<file path="config.mk">
export PLATFORM = sky130hd
export DESIGN_NAME = tpg_gen
export DESIGN_NICKNAME = d
export VERILOG_FILES = /design/src/core/tpg_pkg.sv /design/src/core/tpg_lfsr.sv /design/src/core/tpg_gen.sv
export SDC_FILE = /design/constraint.sdc
export NUM_CORES = 1
export LEC_CHECK = 0
export ABC_AREA = 1
export BUFFER_PORTS_ARGS = -buffer_cell sky130_fd_sc_hd__buf_2
export CAP_MARGIN = 0
export CELL_PAD_IN_SITES_DETAIL_PLACEMENT = 0
export CELL_PAD_IN_SITES_GLOBAL_PLACEMENT = 1
export CORE_ASPECT_RATIO = 1.2
export CORE_MARGIN = 3
export CORE_UTILIZATION = 42
export CTS_CLUSTER_DIAMETER = 80
export DETAILED_ROUTE_END_ITERATION = 8
export GPL_TIMING_DRIVEN = 0
export PLACE_DENSITY = 0.85
export SETUP_SLACK_MARGIN = 0.02
export SYNTH_ARGS = -nofsm -noshare
export SYNTH_HDL_FRONTEND = slang
export SYNTH_SLANG_ARGS = --single-unit
</file>
<file path="constraint.sdc">
create_clock -name clk_sys_in -period 2.2 [get_ports clk_sys_in]
set_input_delay 0 -clock clk_sys_in [delete_from_list [all_inputs] [get_ports clk_sys_in]]
set_output_delay 0 -clock clk_sys_in [all_outputs]
set_load 0.02 [all_outputs]
</file>
<file path="src/core/tpg_pkg.sv">
// Package with register map, field positions and pattern codes of the test pattern generator.
package tpg_pkg;

  // ==========================================================================
  // Register map.
  localparam logic [11:0] TPG_CTRL_ADDR = 12'h0550;
  localparam logic [11:0] TPG_USER_BASE_ADDR = 12'h0551;
  localparam logic [11:0] TPG_USER_LAST_ADDR = 12'h0558;
  localparam logic [7:0] TPG_CTRL_RESET = 8'h00;
  localparam logic [7:0] TPG_USER_RESET = 8'h00;
  localparam logic [7:0] TPG_CTRL_WR_MASK = 8'hBF;

  // ==========================================================================
  // Control field positions.
  localparam int TPG_PLAYBACK_BIT = 7;
  localparam int TPG_LONG_HOLD_BIT = 5;
  localparam int TPG_SHORT_HOLD_BIT = 4;
  localparam int TPG_SEL_MSB = 3;

  // ==========================================================================
  // Pattern select codes.
  typedef enum logic [3:0] {
    TPG_SEL_OFF = 4'b0000,
    TPG_SEL_MID = 4'b0001,
    TPG_SEL_POS = 4'b0010,
    TPG_SEL_NEG = 4'b0011,
    TPG_SEL_CHECK = 4'b0100,
    TPG_SEL_PN_LONG = 4'b0101,
    TPG_SEL_PN_SHORT = 4'b0110,
    TPG_SEL_TOGGLE = 4'b0111,
    TPG_SEL_USER = 4'b1000
  } tpg_sel_e;

  // ==========================================================================
  // Fixed words and generator seeds.
  localparam logic [15:0] TPG_WORD_MID = 16'h8000;
  localparam logic [15:0] TPG_WORD_POS = 16'hFFFF;
  localparam logic [15:0] TPG_WORD_NEG = 16'h0000;
  localparam logic [15:0] TPG_WORD_CHECK_A = 16'hAAAA;
  localparam logic [15:0] TPG_WORD_CHECK_B = 16'h5555;
  localparam logic [15:0] TPG_WORD_ONES = 16'hFFFF;
  localparam logic [15:0] TPG_WORD_ZERO = 16'h0000;
  localparam logic [22:0] TPG_LONG_SEED = 23'h7F_FFFF;
  localparam logic [8:0] TPG_SHORT_SEED = 9'h1FF;
  localparam logic [22:0] TPG_LONG_TAPS = 23'h42_0000;
  localparam logic [8:0] TPG_SHORT_TAPS = 9'h110;

endpackage

</file>
<file path="src/core/tpg_lfsr.sv">
// Galois pseudorandom generator with a synchronous hold-in-reset input.
`timescale 1ns/1ps
module tpg_lfsr
  import tpg_pkg::*;
#(
  parameter int WIDTH = 9,
  parameter logic [WIDTH-1:0] SEED = '1,
  parameter logic [WIDTH-1:0] TAPS = '1
) (
  // Clock and reset.
  input wire logic clk_sys_in,
  input wire logic rst_in,
  // Control.
  input wire logic hold_in,
  // State.
  output logic [WIDTH-1:0] state_out
);

  logic [WIDTH-1:0] state_r;
  logic [WIDTH-1:0] state_nxt;

  always_comb begin
    if (hold_in) begin
      state_nxt = SEED;
    end else if (state_r[0]) begin
      state_nxt = (state_r >> 1) ^ TAPS;
    end else begin
      state_nxt = state_r >> 1;
    end
  end

  always_ff @(posedge clk_sys_in) begin
    if (rst_in) begin
      state_r <= SEED;
    end else begin
      state_r <= state_nxt;
    end
  end

  assign state_out = state_r;

endmodule

</file>
<file path="src/core/tpg_gen.sv">
// Output test pattern generator with its control and user word registers.
//
// Overview of operation
// - A 4-bit select field passes converter data at 0000 and above 1000, and otherwise substitutes midscale, full scale, checkerboard, PN, toggle or user words.
// - Select 1000 emits the four user words, sequenced by the playback bit.
// - The playback bit 7 matters only while the select field is 1000.
// - With playback 0 the user words 1 to 4 play one cycle each, repeating forever.
// - With playback 1 the user words 1 to 4 play once, then zeros follow forever.
// - Control bit 5 at 1 holds the long PN generator in reset, at 0 it runs.
// - Control bit 4 at 1 holds the short PN generator in reset, at 0 it runs.
// - Each user word is a low and a high byte register, word one at 0x551/0x552, later words at the next pairs.
//
// The plain strobed port is this design's own decision.
`timescale 1ns/1ps
module tpg_gen
  import tpg_pkg::*;
#(
  parameter int DATA_W = 16,
  parameter int ADDR_W = 12,
  parameter int LONG_W = 23,
  parameter int SHORT_W = 9
) (
  // Clock and reset.
  input wire logic clk_sys_in,
  input wire logic rst_in,
  // Register port.
  input wire logic [ADDR_W-1:0] reg_addr_in,
  input wire logic [7:0] reg_wdata_in,
  input wire logic reg_wr_in,
  input wire logic reg_rd_in,
  output logic [7:0] reg_rdata_out,
  // Sample stream.
  input wire logic [DATA_W-1:0] adc_data_in,
  output logic [DATA_W-1:0] sample_out,
  output logic pattern_active_out
);

  // ==========================================================================
  // Registers.
  logic [7:0] ctrl_r;
  logic [7:0] ctrl_nxt;
  logic [7:0] user_r [0:7];
  logic [7:0] user_nxt [0:7];
  logic [7:0] rdata_r;
  logic [7:0] rdata_nxt;

  function automatic logic user_hit(input logic [ADDR_W-1:0] a);
    return (a >= TPG_USER_BASE_ADDR) && (a <= TPG_USER_LAST_ADDR);
  endfunction

  function automatic logic [2:0] user_idx(input logic [ADDR_W-1:0] a);
    logic [ADDR_W-1:0] d;
    d = a - TPG_USER_BASE_ADDR;
    return d[2:0];
  endfunction

  // Strobe decode of the register port.
  logic ctrl_wr_hit;
  logic user_wr_hit;
  logic ctrl_rd_hit;
  logic user_rd_hit;

  assign ctrl_wr_hit = reg_wr_in && (reg_addr_in == TPG_CTRL_ADDR);
  assign user_wr_hit = reg_wr_in && user_hit(reg_addr_in);
  assign ctrl_rd_hit = reg_rd_in && (reg_addr_in == TPG_CTRL_ADDR);
  assign user_rd_hit = reg_rd_in && user_hit(reg_addr_in);

  // Reserved bit 6 is masked on write, so it always reads back as zero.
  // Read data stand for one cycle only and are zero otherwise, which also
  // covers every unmapped address.
  always_comb begin
    ctrl_nxt = ctrl_r;
    for (int i = 0; i < 8; i++) begin
      user_nxt[i] = user_r[i];
    end
    rdata_nxt = 8'h00;
    if (ctrl_wr_hit) begin
      ctrl_nxt = reg_wdata_in & TPG_CTRL_WR_MASK;
    end
    if (user_wr_hit) begin
      user_nxt[user_idx(reg_addr_in)] = reg_wdata_in;
    end
    if (ctrl_rd_hit) begin
      rdata_nxt = ctrl_r;
    end else if (user_rd_hit) begin
      rdata_nxt = user_r[user_idx(reg_addr_in)];
    end
  end

  always_ff @(posedge clk_sys_in) begin
    if (rst_in) begin
      ctrl_r <= TPG_CTRL_RESET;
      for (int i = 0; i < 8; i++) begin
        user_r[i] <= TPG_USER_RESET;
      end
      rdata_r <= 8'h00;
    end else begin
      ctrl_r <= ctrl_nxt;
      for (int i = 0; i < 8; i++) begin
        user_r[i] <= user_nxt[i];
      end
      rdata_r <= rdata_nxt;
    end
  end

  assign reg_rdata_out = rdata_r;

  // ==========================================================================
  // Pseudorandom generators.
  // Both generators run whatever the selection; only their hold bits and rst_in
  // reseed them, so a switch to a PN pattern picks the sequence up where it stands.
  logic [LONG_W-1:0] long_state;
  logic [SHORT_W-1:0] short_state;

  tpg_lfsr #(
    .WIDTH(LONG_W),
    .SEED(TPG_LONG_SEED),
    .TAPS(TPG_LONG_TAPS)
  ) u_long (
    .clk_sys_in(clk_sys_in),
    .rst_in(rst_in),
    .hold_in(ctrl_r[TPG_LONG_HOLD_BIT]),
    .state_out(long_state)
  );

  tpg_lfsr #(
    .WIDTH(SHORT_W),
    .SEED(TPG_SHORT_SEED),
    .TAPS(TPG_SHORT_TAPS)
  ) u_short (
    .clk_sys_in(clk_sys_in),
    .rst_in(rst_in),
    .hold_in(ctrl_r[TPG_SHORT_HOLD_BIT]),
    .state_out(short_state)
  );

  // ==========================================================================
  // Pattern sequencing and output.
  logic [2:0] step_r;
  logic [2:0] step_nxt;
  logic phase_r;
  logic phase_nxt;
  logic [DATA_W-1:0] sample_r;
  logic [DATA_W-1:0] sample_nxt;
  logic active_r;
  logic active_nxt;
  logic [3:0] sel;
  logic [DATA_W-1:0] user_word;
  logic single_done;

  localparam logic [2:0] STEP_DONE = 3'h4;

  assign sel = ctrl_r[TPG_SEL_MSB:0];

  // ==========================================================================
  // Word sequencing.
  // The step counter restarts at word one whenever user mode is left and
  // keeps its place when only the playback bit changes. Step four is the
  // resting state of single playback; repeat playback reads it as word one.
  always_comb begin
    step_nxt = 3'h0;
    phase_nxt = ~phase_r;
    if (sel == TPG_SEL_USER) begin
      if (!ctrl_r[TPG_PLAYBACK_BIT]) begin
        step_nxt = {1'b0, step_r[1:0] + 2'h1};
      end else if (step_r != STEP_DONE) begin
        step_nxt = step_r + 3'h1;
      end else begin
        step_nxt = STEP_DONE;
      end
    end
  end

  always_ff @(posedge clk_sys_in) begin
    if (rst_in) begin
      step_r <= 3'h0;
      phase_r <= 1'b0;
    end else begin
      step_r <= step_nxt;
      phase_r <= phase_nxt;
    end
  end

  // ==========================================================================
  // Output word selection.
  // The odd-indexed byte of each user pair is the high half of the word.
  assign user_word = {user_r[{step_r[1:0], 1'b1}],
    user_r[{step_r[1:0], 1'b0}]};
  assign single_done = ctrl_r[TPG_PLAYBACK_BIT] && (step_r == STEP_DONE);

  always_comb begin
    active_nxt = (sel != TPG_SEL_OFF);
    unique case (sel)
      TPG_SEL_OFF: sample_nxt = adc_data_in;
      TPG_SEL_MID: sample_nxt = TPG_WORD_MID;
      TPG_SEL_POS: sample_nxt = TPG_WORD_POS;
      TPG_SEL_NEG: sample_nxt = TPG_WORD_NEG;
      TPG_SEL_CHECK: begin
        sample_nxt = phase_r ? TPG_WORD_CHECK_B : TPG_WORD_CHECK_A;
      end
      TPG_SEL_PN_LONG: sample_nxt = long_state[DATA_W-1:0];
      TPG_SEL_PN_SHORT: begin
        // Nine bits fill the word by repeating the low seven of them.
        sample_nxt = {short_state[6:0], short_state};
      end
      TPG_SEL_TOGGLE: begin
        sample_nxt = phase_r ? TPG_WORD_ZERO : TPG_WORD_ONES;
      end
      TPG_SEL_USER: begin
        sample_nxt = single_done ? TPG_WORD_ZERO : user_word;
      end
      // Spare codes above user mode pass converter data.
      default: sample_nxt = adc_data_in;
    endcase
  end

  always_ff @(posedge clk_sys_in) begin
    if (rst_in) begin
      sample_r <= '0;
      active_r <= 1'b0;
    end else begin
      sample_r <= sample_nxt;
      active_r <= active_nxt;
    end
  end

  assign sample_out = sample_r;
  assign pattern_active_out = active_r;

endmodule

</file>
Yosys cells after proc, flatten, opt, wreduce, memory -nomap -nowiden
Memories as Yosys holds them, arrays and structs flattened. A register that Yosys moved wholly into a read port is not among the register bits.
Index checks and enable logic that the tools add are counted.
{"block": "word_totals", "ram_bits": 64, "wordCells": 84, "ff_bits": 68, "n_memories": 1, "out_inout_bits": 25, "input_bits": 40}
{"block": "op_classes", "n_eq_ne": 11, "bitwise_logic": 15, "n_addsub": 3, "magnitude_cmp": 4, "n_mux": 27, "reduce_logical": 13}
{"memory": "user_r", "depth": 8, "width": 8, "rd": 11, "rd_clocked_by_memory_dff": 2, "wr": 8, "line": "tpg_gen.sv:42", "rtl": "logic [7:0] user_r [0:7];"}
{"operator": "case mux 16 bit (8 select lines)", "n": 1}
{"operator": "two-way mux 8 bit", "n": 11}
{"operator": "bitwise mux 64 bit", "n": 1}
{"operator": "two-way mux 64 bit", "n": 1}
{"operator": "two-way mux 16 bit", "n": 3}
{"operator": "demux 8 bit (select 3 bit)", "n": 1}
{"operator": "two-way mux 23 bit", "n": 1}
{"operator": "== test 4 x 3 -> 1 bit, second input constant", "n": 4}
{"operator": "== test 12 x 11 -> 1 bit, second input constant", "n": 1}
{"operator": ">= comparator 12 x 11 -> 1 bit, second input constant", "n": 1}
{"operator": "<= comparator 12 x 11 -> 1 bit, second input constant", "n": 1}
{"operator": "two-way mux 3 bit", "n": 3}
{"operator": "two-way mux 9 bit", "n": 1}
{"operator": "== test 4 x 2 -> 1 bit, second input constant", "n": 2}
{"operator": "OR 1 bit", "n": 8}
{"operator": "logical AND 1 bit", "n": 7}
{"operator": "OR reduction 2 bit", "n": 3}
{"operator": "OR reduction 3 bit", "n": 2}
{"operator": "== test 4 x 1 -> 1 bit, second input constant", "n": 1}
{"operator": "== test 4 bit, second input constant", "n": 1}
{"operator": ">= comparator 4 bit, second input constant", "n": 1}
{"operator": "< comparator 4 x 1 -> 1 bit, second input constant", "n": 1}
{"operator": "inverter 1 bit", "n": 4}
{"operator": "inverter 1 -> 2 bit", "n": 2}
{"operator": "9 further kinds", "n": 11}

Logic depth before layout (Yosys ltp)
{"block": "logic_depth", "ltp_word": 9, "mapped_depth": 12, "ltp_nobuf": 10}

Modules after synthesis
A second synthesis with hierarchy kept.
{"block": "unflattened", "cells_unflattened": 1011, "hier_area_um2": 6655.1}
{"module": "tpg_gen", "seq_area_each_um2": 2001.9, "area_per_inst_um2": 5704.2, "cells_per_inst": 907, "instances": 1}
{"module": "tpg_lfsr (u_long)", "seq_area_each_um2": 460.4, "area_per_inst_um2": 678.2, "cells_per_inst": 74, "instances": 1}
{"module": "tpg_lfsr (u_short)", "seq_area_each_um2": 180.2, "area_per_inst_um2": 272.8, "cells_per_inst": 30, "instances": 1}

Least setup slack after synthesis
No wires, ideal clock.
{"block": "synth_path", "kind": "register to register", "startpoint": "register step_r[0]", "endpoint": "register sample_r[7] (netlist: sample_out[7])", "period_less_slack_ns": 1.847, "stages_incl_launch_ff": 11, "t_arrival_ns": 1.773, "setup_ns": 0.074, "path_slack_ns": 0.353, "cell_sequence": "dfxtp_1 clkbuf_1 inv_2 clkbuf_1 ha_1 nand2_1 nor2_1 nor2_1 buf_2 o21ai_0 a31oi_1"}
{"block": "synth_via", "elab_chain_len": 4}
{"item": "start, declared", "line": "tpg_gen.sv:139", "rtl": "logic [2:0] step_r;"}
{"item": "start signal, assigned", "line": "tpg_gen.sv:179", "rtl": "step_r <= step_nxt;"}
{"item": "== test 3 bit", "line": "tpg_gen.sv:189", "rtl": "assign single_done = ctrl_r[TPG_PLAYBACK_BIT] && (step_r == STEP_DONE);"}
{"item": "logical AND 1 bit", "line": "tpg_gen.sv:189"}
{"item": "two-way mux 16 bit", "line": "tpg_gen.sv:210", "rtl": "sample_nxt = single_done ? TPG_WORD_ZERO : user_word;"}
{"item": "case mux 16 bit (8 select lines)", "line": "tpg_gen.sv:193", "rtl": "unique case (sel)"}
{"item": "end signal, assigned", "line": "tpg_gen.sv:222", "rtl": "sample_r <= sample_nxt;"}
{"item": "end, declared", "line": "tpg_gen.sv:143", "rtl": "logic [DATA_W-1:0] sample_r;"}
No other way between the ends.
A chain may end at the register's enable or synchronous reset.

Final worst setup path
{"block": "layout_path", "startpoint": "register step_r[1]", "endpoint": "register sample_r[7] (netlist: sample_out[7])"}
The elaborated chain is that of the path after synthesis.

==> run summary <==
The final setup slack of the worst path is ~110 ps. The minimum setup slack after placement came out at -385 ps. The critical path arrival came out at 2450 ps. The overall track demand over capacity in global routing is 0.263.

In the synthesized netlist the async set-or-reset flop fraction comes to 0. The clock net in this run drives a total of about 130 sinks. TritonCTS built the clock tree.

The routed design uses approximately 1.3 mm of met3 wire. The maximum level of the CTS H-tree came out at 4. Of the cells placed in the final design, the portion with a size suffix greater than 1 is 0.128. The tree is rooted in a clkbuf_16. The total count of hold-check failures in the final report is 0.

Clock-pin slew was measured on the worst setup and hold paths at around 60 ps. The first-iteration detailed-routing DRC count came out at between 500 and 600. After the flow finishes, the layout carries non-filler instances totaling around 1300.

The highest metal layer carrying signal wires in the routed design is met4. The final wirelength came out at roughly 22 mm. The number of flip-flops and latches in the synthesized netlist is approximately 130. Setup repair after global routing left no endpoint under its margin. In the post-synthesis netlist, the biggest area contributors are dfxtp_1 41%, nand2_1 17%, nor2_1 9.5%. The sequential area share after synthesis came out at 0.406.

The core box area is between 0.015 and 0.02 mm2. The setup path with the least slack is of type reg2reg. The synthesized net count is 1037. The first global-routing pass estimated between 30 and 40 mm of wire. The startpoint type of the worst setup path is a flop.

The die extent in x came out at between 100 and 150 um. The detailed router put a total of 9.61 mm of wire on met1. For this run, the leading register cell type out of synthesis is dfxtp_1.

The remaining antenna violation count after routing came out at 0. The routability-driven placement congestion ratio is approximately 1.0. The number of inserted diodes is 0.

The maximum number of pins on one net before global-route repair came out at 18. The die height came out at around 140 um. The total count of max-transition violations in the final report came out at 0. The slew of the pin with the lowest slew margin came out at ~880 ps. The max-capacitance violation count is 0. The number of antenna violations at the first check in global routing came out at 0. The number of buffers added on ports is 55. The number of instances in the synthesized netlist is just under 1000.

The growth of design area from synthesis to finish came out at 20.1%. The leakage power summed over all cells is between 3 and 4 nW. The routed length on met2 is roughly 11 mm.

The total congestion overflow came out at 0. Yosys mapped a number of flops with a built-in enable equal to 0. Dividing the detail-routed wire length by the instance count gives around 17 um. The remaining max-slew budget at the tightest pin is 0.411.

The number of buffers created by CTS came out at 17. The residual DRC count came out at 0. The detail-routed via count per cell is 5.02.

The final worst-path cycle share came out at 0.951. Data on the critical path is required at its endpoint by about 2600 ps. The maximum frequency from static timing analysis is between 0.4 and 0.5 GHz.

The number of global-route vias before repair is 5889. The post-layout total power is roughly 0.0057 W. In this run the count of I/O pins placed on the die edge is between 60 and 70. The final layout contains roughly 1100 nets. The power density over cell area is about 730 mW/mm2. Of the post-synthesis cell area, the dominant cell type holds 0.406. The flow ran to the end, and the final reports show no timing, DRC or antenna violations. The setup clock skew after layout came out at between 10 and 15 ps. Of all nets on the critical path, the largest fanout is 17. The largest vdd supply drop is roughly 510 uV. The die covers about 0.017 mm2. The library cell used most frequently in the layout, excluding fill and tap cells, is nand2_1.

The type of the most critical hold path is in2reg. The final design utilization is 0.519. The summed instance area of the synthesized netlist came out at ~0.0065 mm2. Counting tap cells, the placed design contains a total of approximately 1300 instances. The average cell area after synthesis came out at 6.57 um2. The maximum count of clock buffers along a single path came out at 2. dfxtp_1 takes more of the synthesized area than any other cell. The endpoint kind of the worst setup timing path is a flop. The time the worst path needs with I/O delays and setup is approximately 2100 ps. Clock latency on the worst-skew pair, taken at its later pin, is between 400 and 500 ps. The number of distinct standard cells referenced by the synthesized netlist is 34. In the layout the commonest cells are 290 x nand2_1, 163 x nor2_1, 132 x dfxtp_1, 115 x inv_1, 70 x o21ai_0. The count of warnings emitted by yosys is 0. The detailed-placement wirelength estimate is between 15 and 20 mm. The number of iterations in the first detailed-routing pass came out at 5.

The standard-cell row count is 49. The total number of vias came out at approximately 6500. The total of endpoints with negative setup slack in the final report is 0.

The effective utilization at floorplan came out at 0.432.
-- sequential cells by signal (all words and copies together) (netlist names) --
register	cells
step_r	3
u_short.state_out	9
phase_r	1
sample_out	16
pattern_active_out	1
u_long.state_out	23
user_r	64
ctrl_r	7
reg_rdata_out	8
-- final timing paths --
kind / cells after the start / end / slack, ps / start
setup / recovery: 9 / sample_out[7] / 110 / step_r[1]
hold / removal: 5 / user_r[0][2] / 40 / reg_wr_in
setup reg to reg: 9 / sample_out[7] / 110 / step_r[1]
hold reg to reg: 2 / u_long.state_out[18] / 410 / u_long.state_out[19]
-- kinds of logic (layout without fill, tap and decap cells) --
family                     count (synthesis)  after routing  share of synthesized area
and+or+nand+nor                          520            520                      0.342
buffers and inverters                    177            280                      0.114
AOI/OAI and AO/OA                        155            155                      0.123
DFF                                      132            132                      0.406
adders and majority gates                  5              5                    0.00961
xor gates and xnor gates                   3              3                    0.00634
-- repair_timing --
action	in CTS	in global routing
setup buffers	0	0
endpoints found under the hold margin	28	0
gates cloned	0	0
endpoints found under the setup margin	16	14
hold buffers	18	0
resized for setup	5	0
-- cell type report --
| cell class | instances | area (um2) |
|---|---|---|
| clock inverter | 14 | 165 |
| sequential | 132 | 2640 |
| buffer | 49 | 267 |
| timing repair buffer | 73 | 455 |
| fill | 1603 | 7260 |
| tap | 204 | 255 |
| multi-input combinational | 683 | 3130 |
| clock buffer | 18 | 429 |
| inverter | 126 | 473 |
-- per-layer routing --
metal / up-vias / GRT usage
li1: 3262 / -
met5: - / 0
met4: 0 / 0.0947
met3: 44 / 0.0481
met1: 2945 / 0.330
met2: 268 / 0.454
-- Yosys cell counts (3+ instances only) --
| cell type | number |
|---|---|
| a31oi_1 | 6 |
| buf_1 | 8 |
| inv_1 | 115 |
| nor2_4 | 3 |
| nor3_1 | 3 |
| dfxtp_1 | 132 |
| ha_1 | 5 |
| nand4_4 | 8 |
| o21ai_1 | 13 |
| clkbuf_1 | 23 |
| buf_6 | 8 |
| nand4_1 | 7 |
| nand3_1 | 35 |
| a21oi_1 | 59 |
| o21ai_0 | 70 |
| nor2_1 | 164 |
| nor2_2 | 3 |
| nand2_1 | 290 |
| o211ai_1 | 3 |
| buf_2 | 12 |
| inv_2 | 9 |
-- critical path: stages (launching register included) --
cell and delay [ps]:
dfxtp_1 340, clkbuf_2 260, inv_2 200, ha_1 240, nand2_1 100, nor2_1 70, nor2_2 200, buf_4 220
o21ai_0 200, a31oi_1 200
-- power by group --
| group | internal (W) | total, W | leakage (nW) | switching (W) |
|---|---|---|---|---|
| sequential | 0.00242 | 0.00242 | 1.07 | 0.00000767 |
| clock | 0.00170 | 0.00290 | 0.279 | 0.00120 |
| combinational | 0.000125 | 0.000420 | 2.60 | 0.000295 |
| total | 0.00424 | 0.00574 | 3.95 | 0.00150 |
-- stage by stage --
| step | setup TNS, ps | instance area (um2) | hold slack, ps |
|---|---|---|---|
| floorplan | 0 | 6510 | 176 |
| global placement | -3960 | 7040 | 276 |
| detailed placement | -3790 | 7040 | 275 |
| CTS | 0 | 7820 | 23.0 |
| global route | 0 | 7820 | 47.3 |
| finish | 0 | 7820 | 36.3 |
Note: power is estimated with default switching activity, not from simulation.
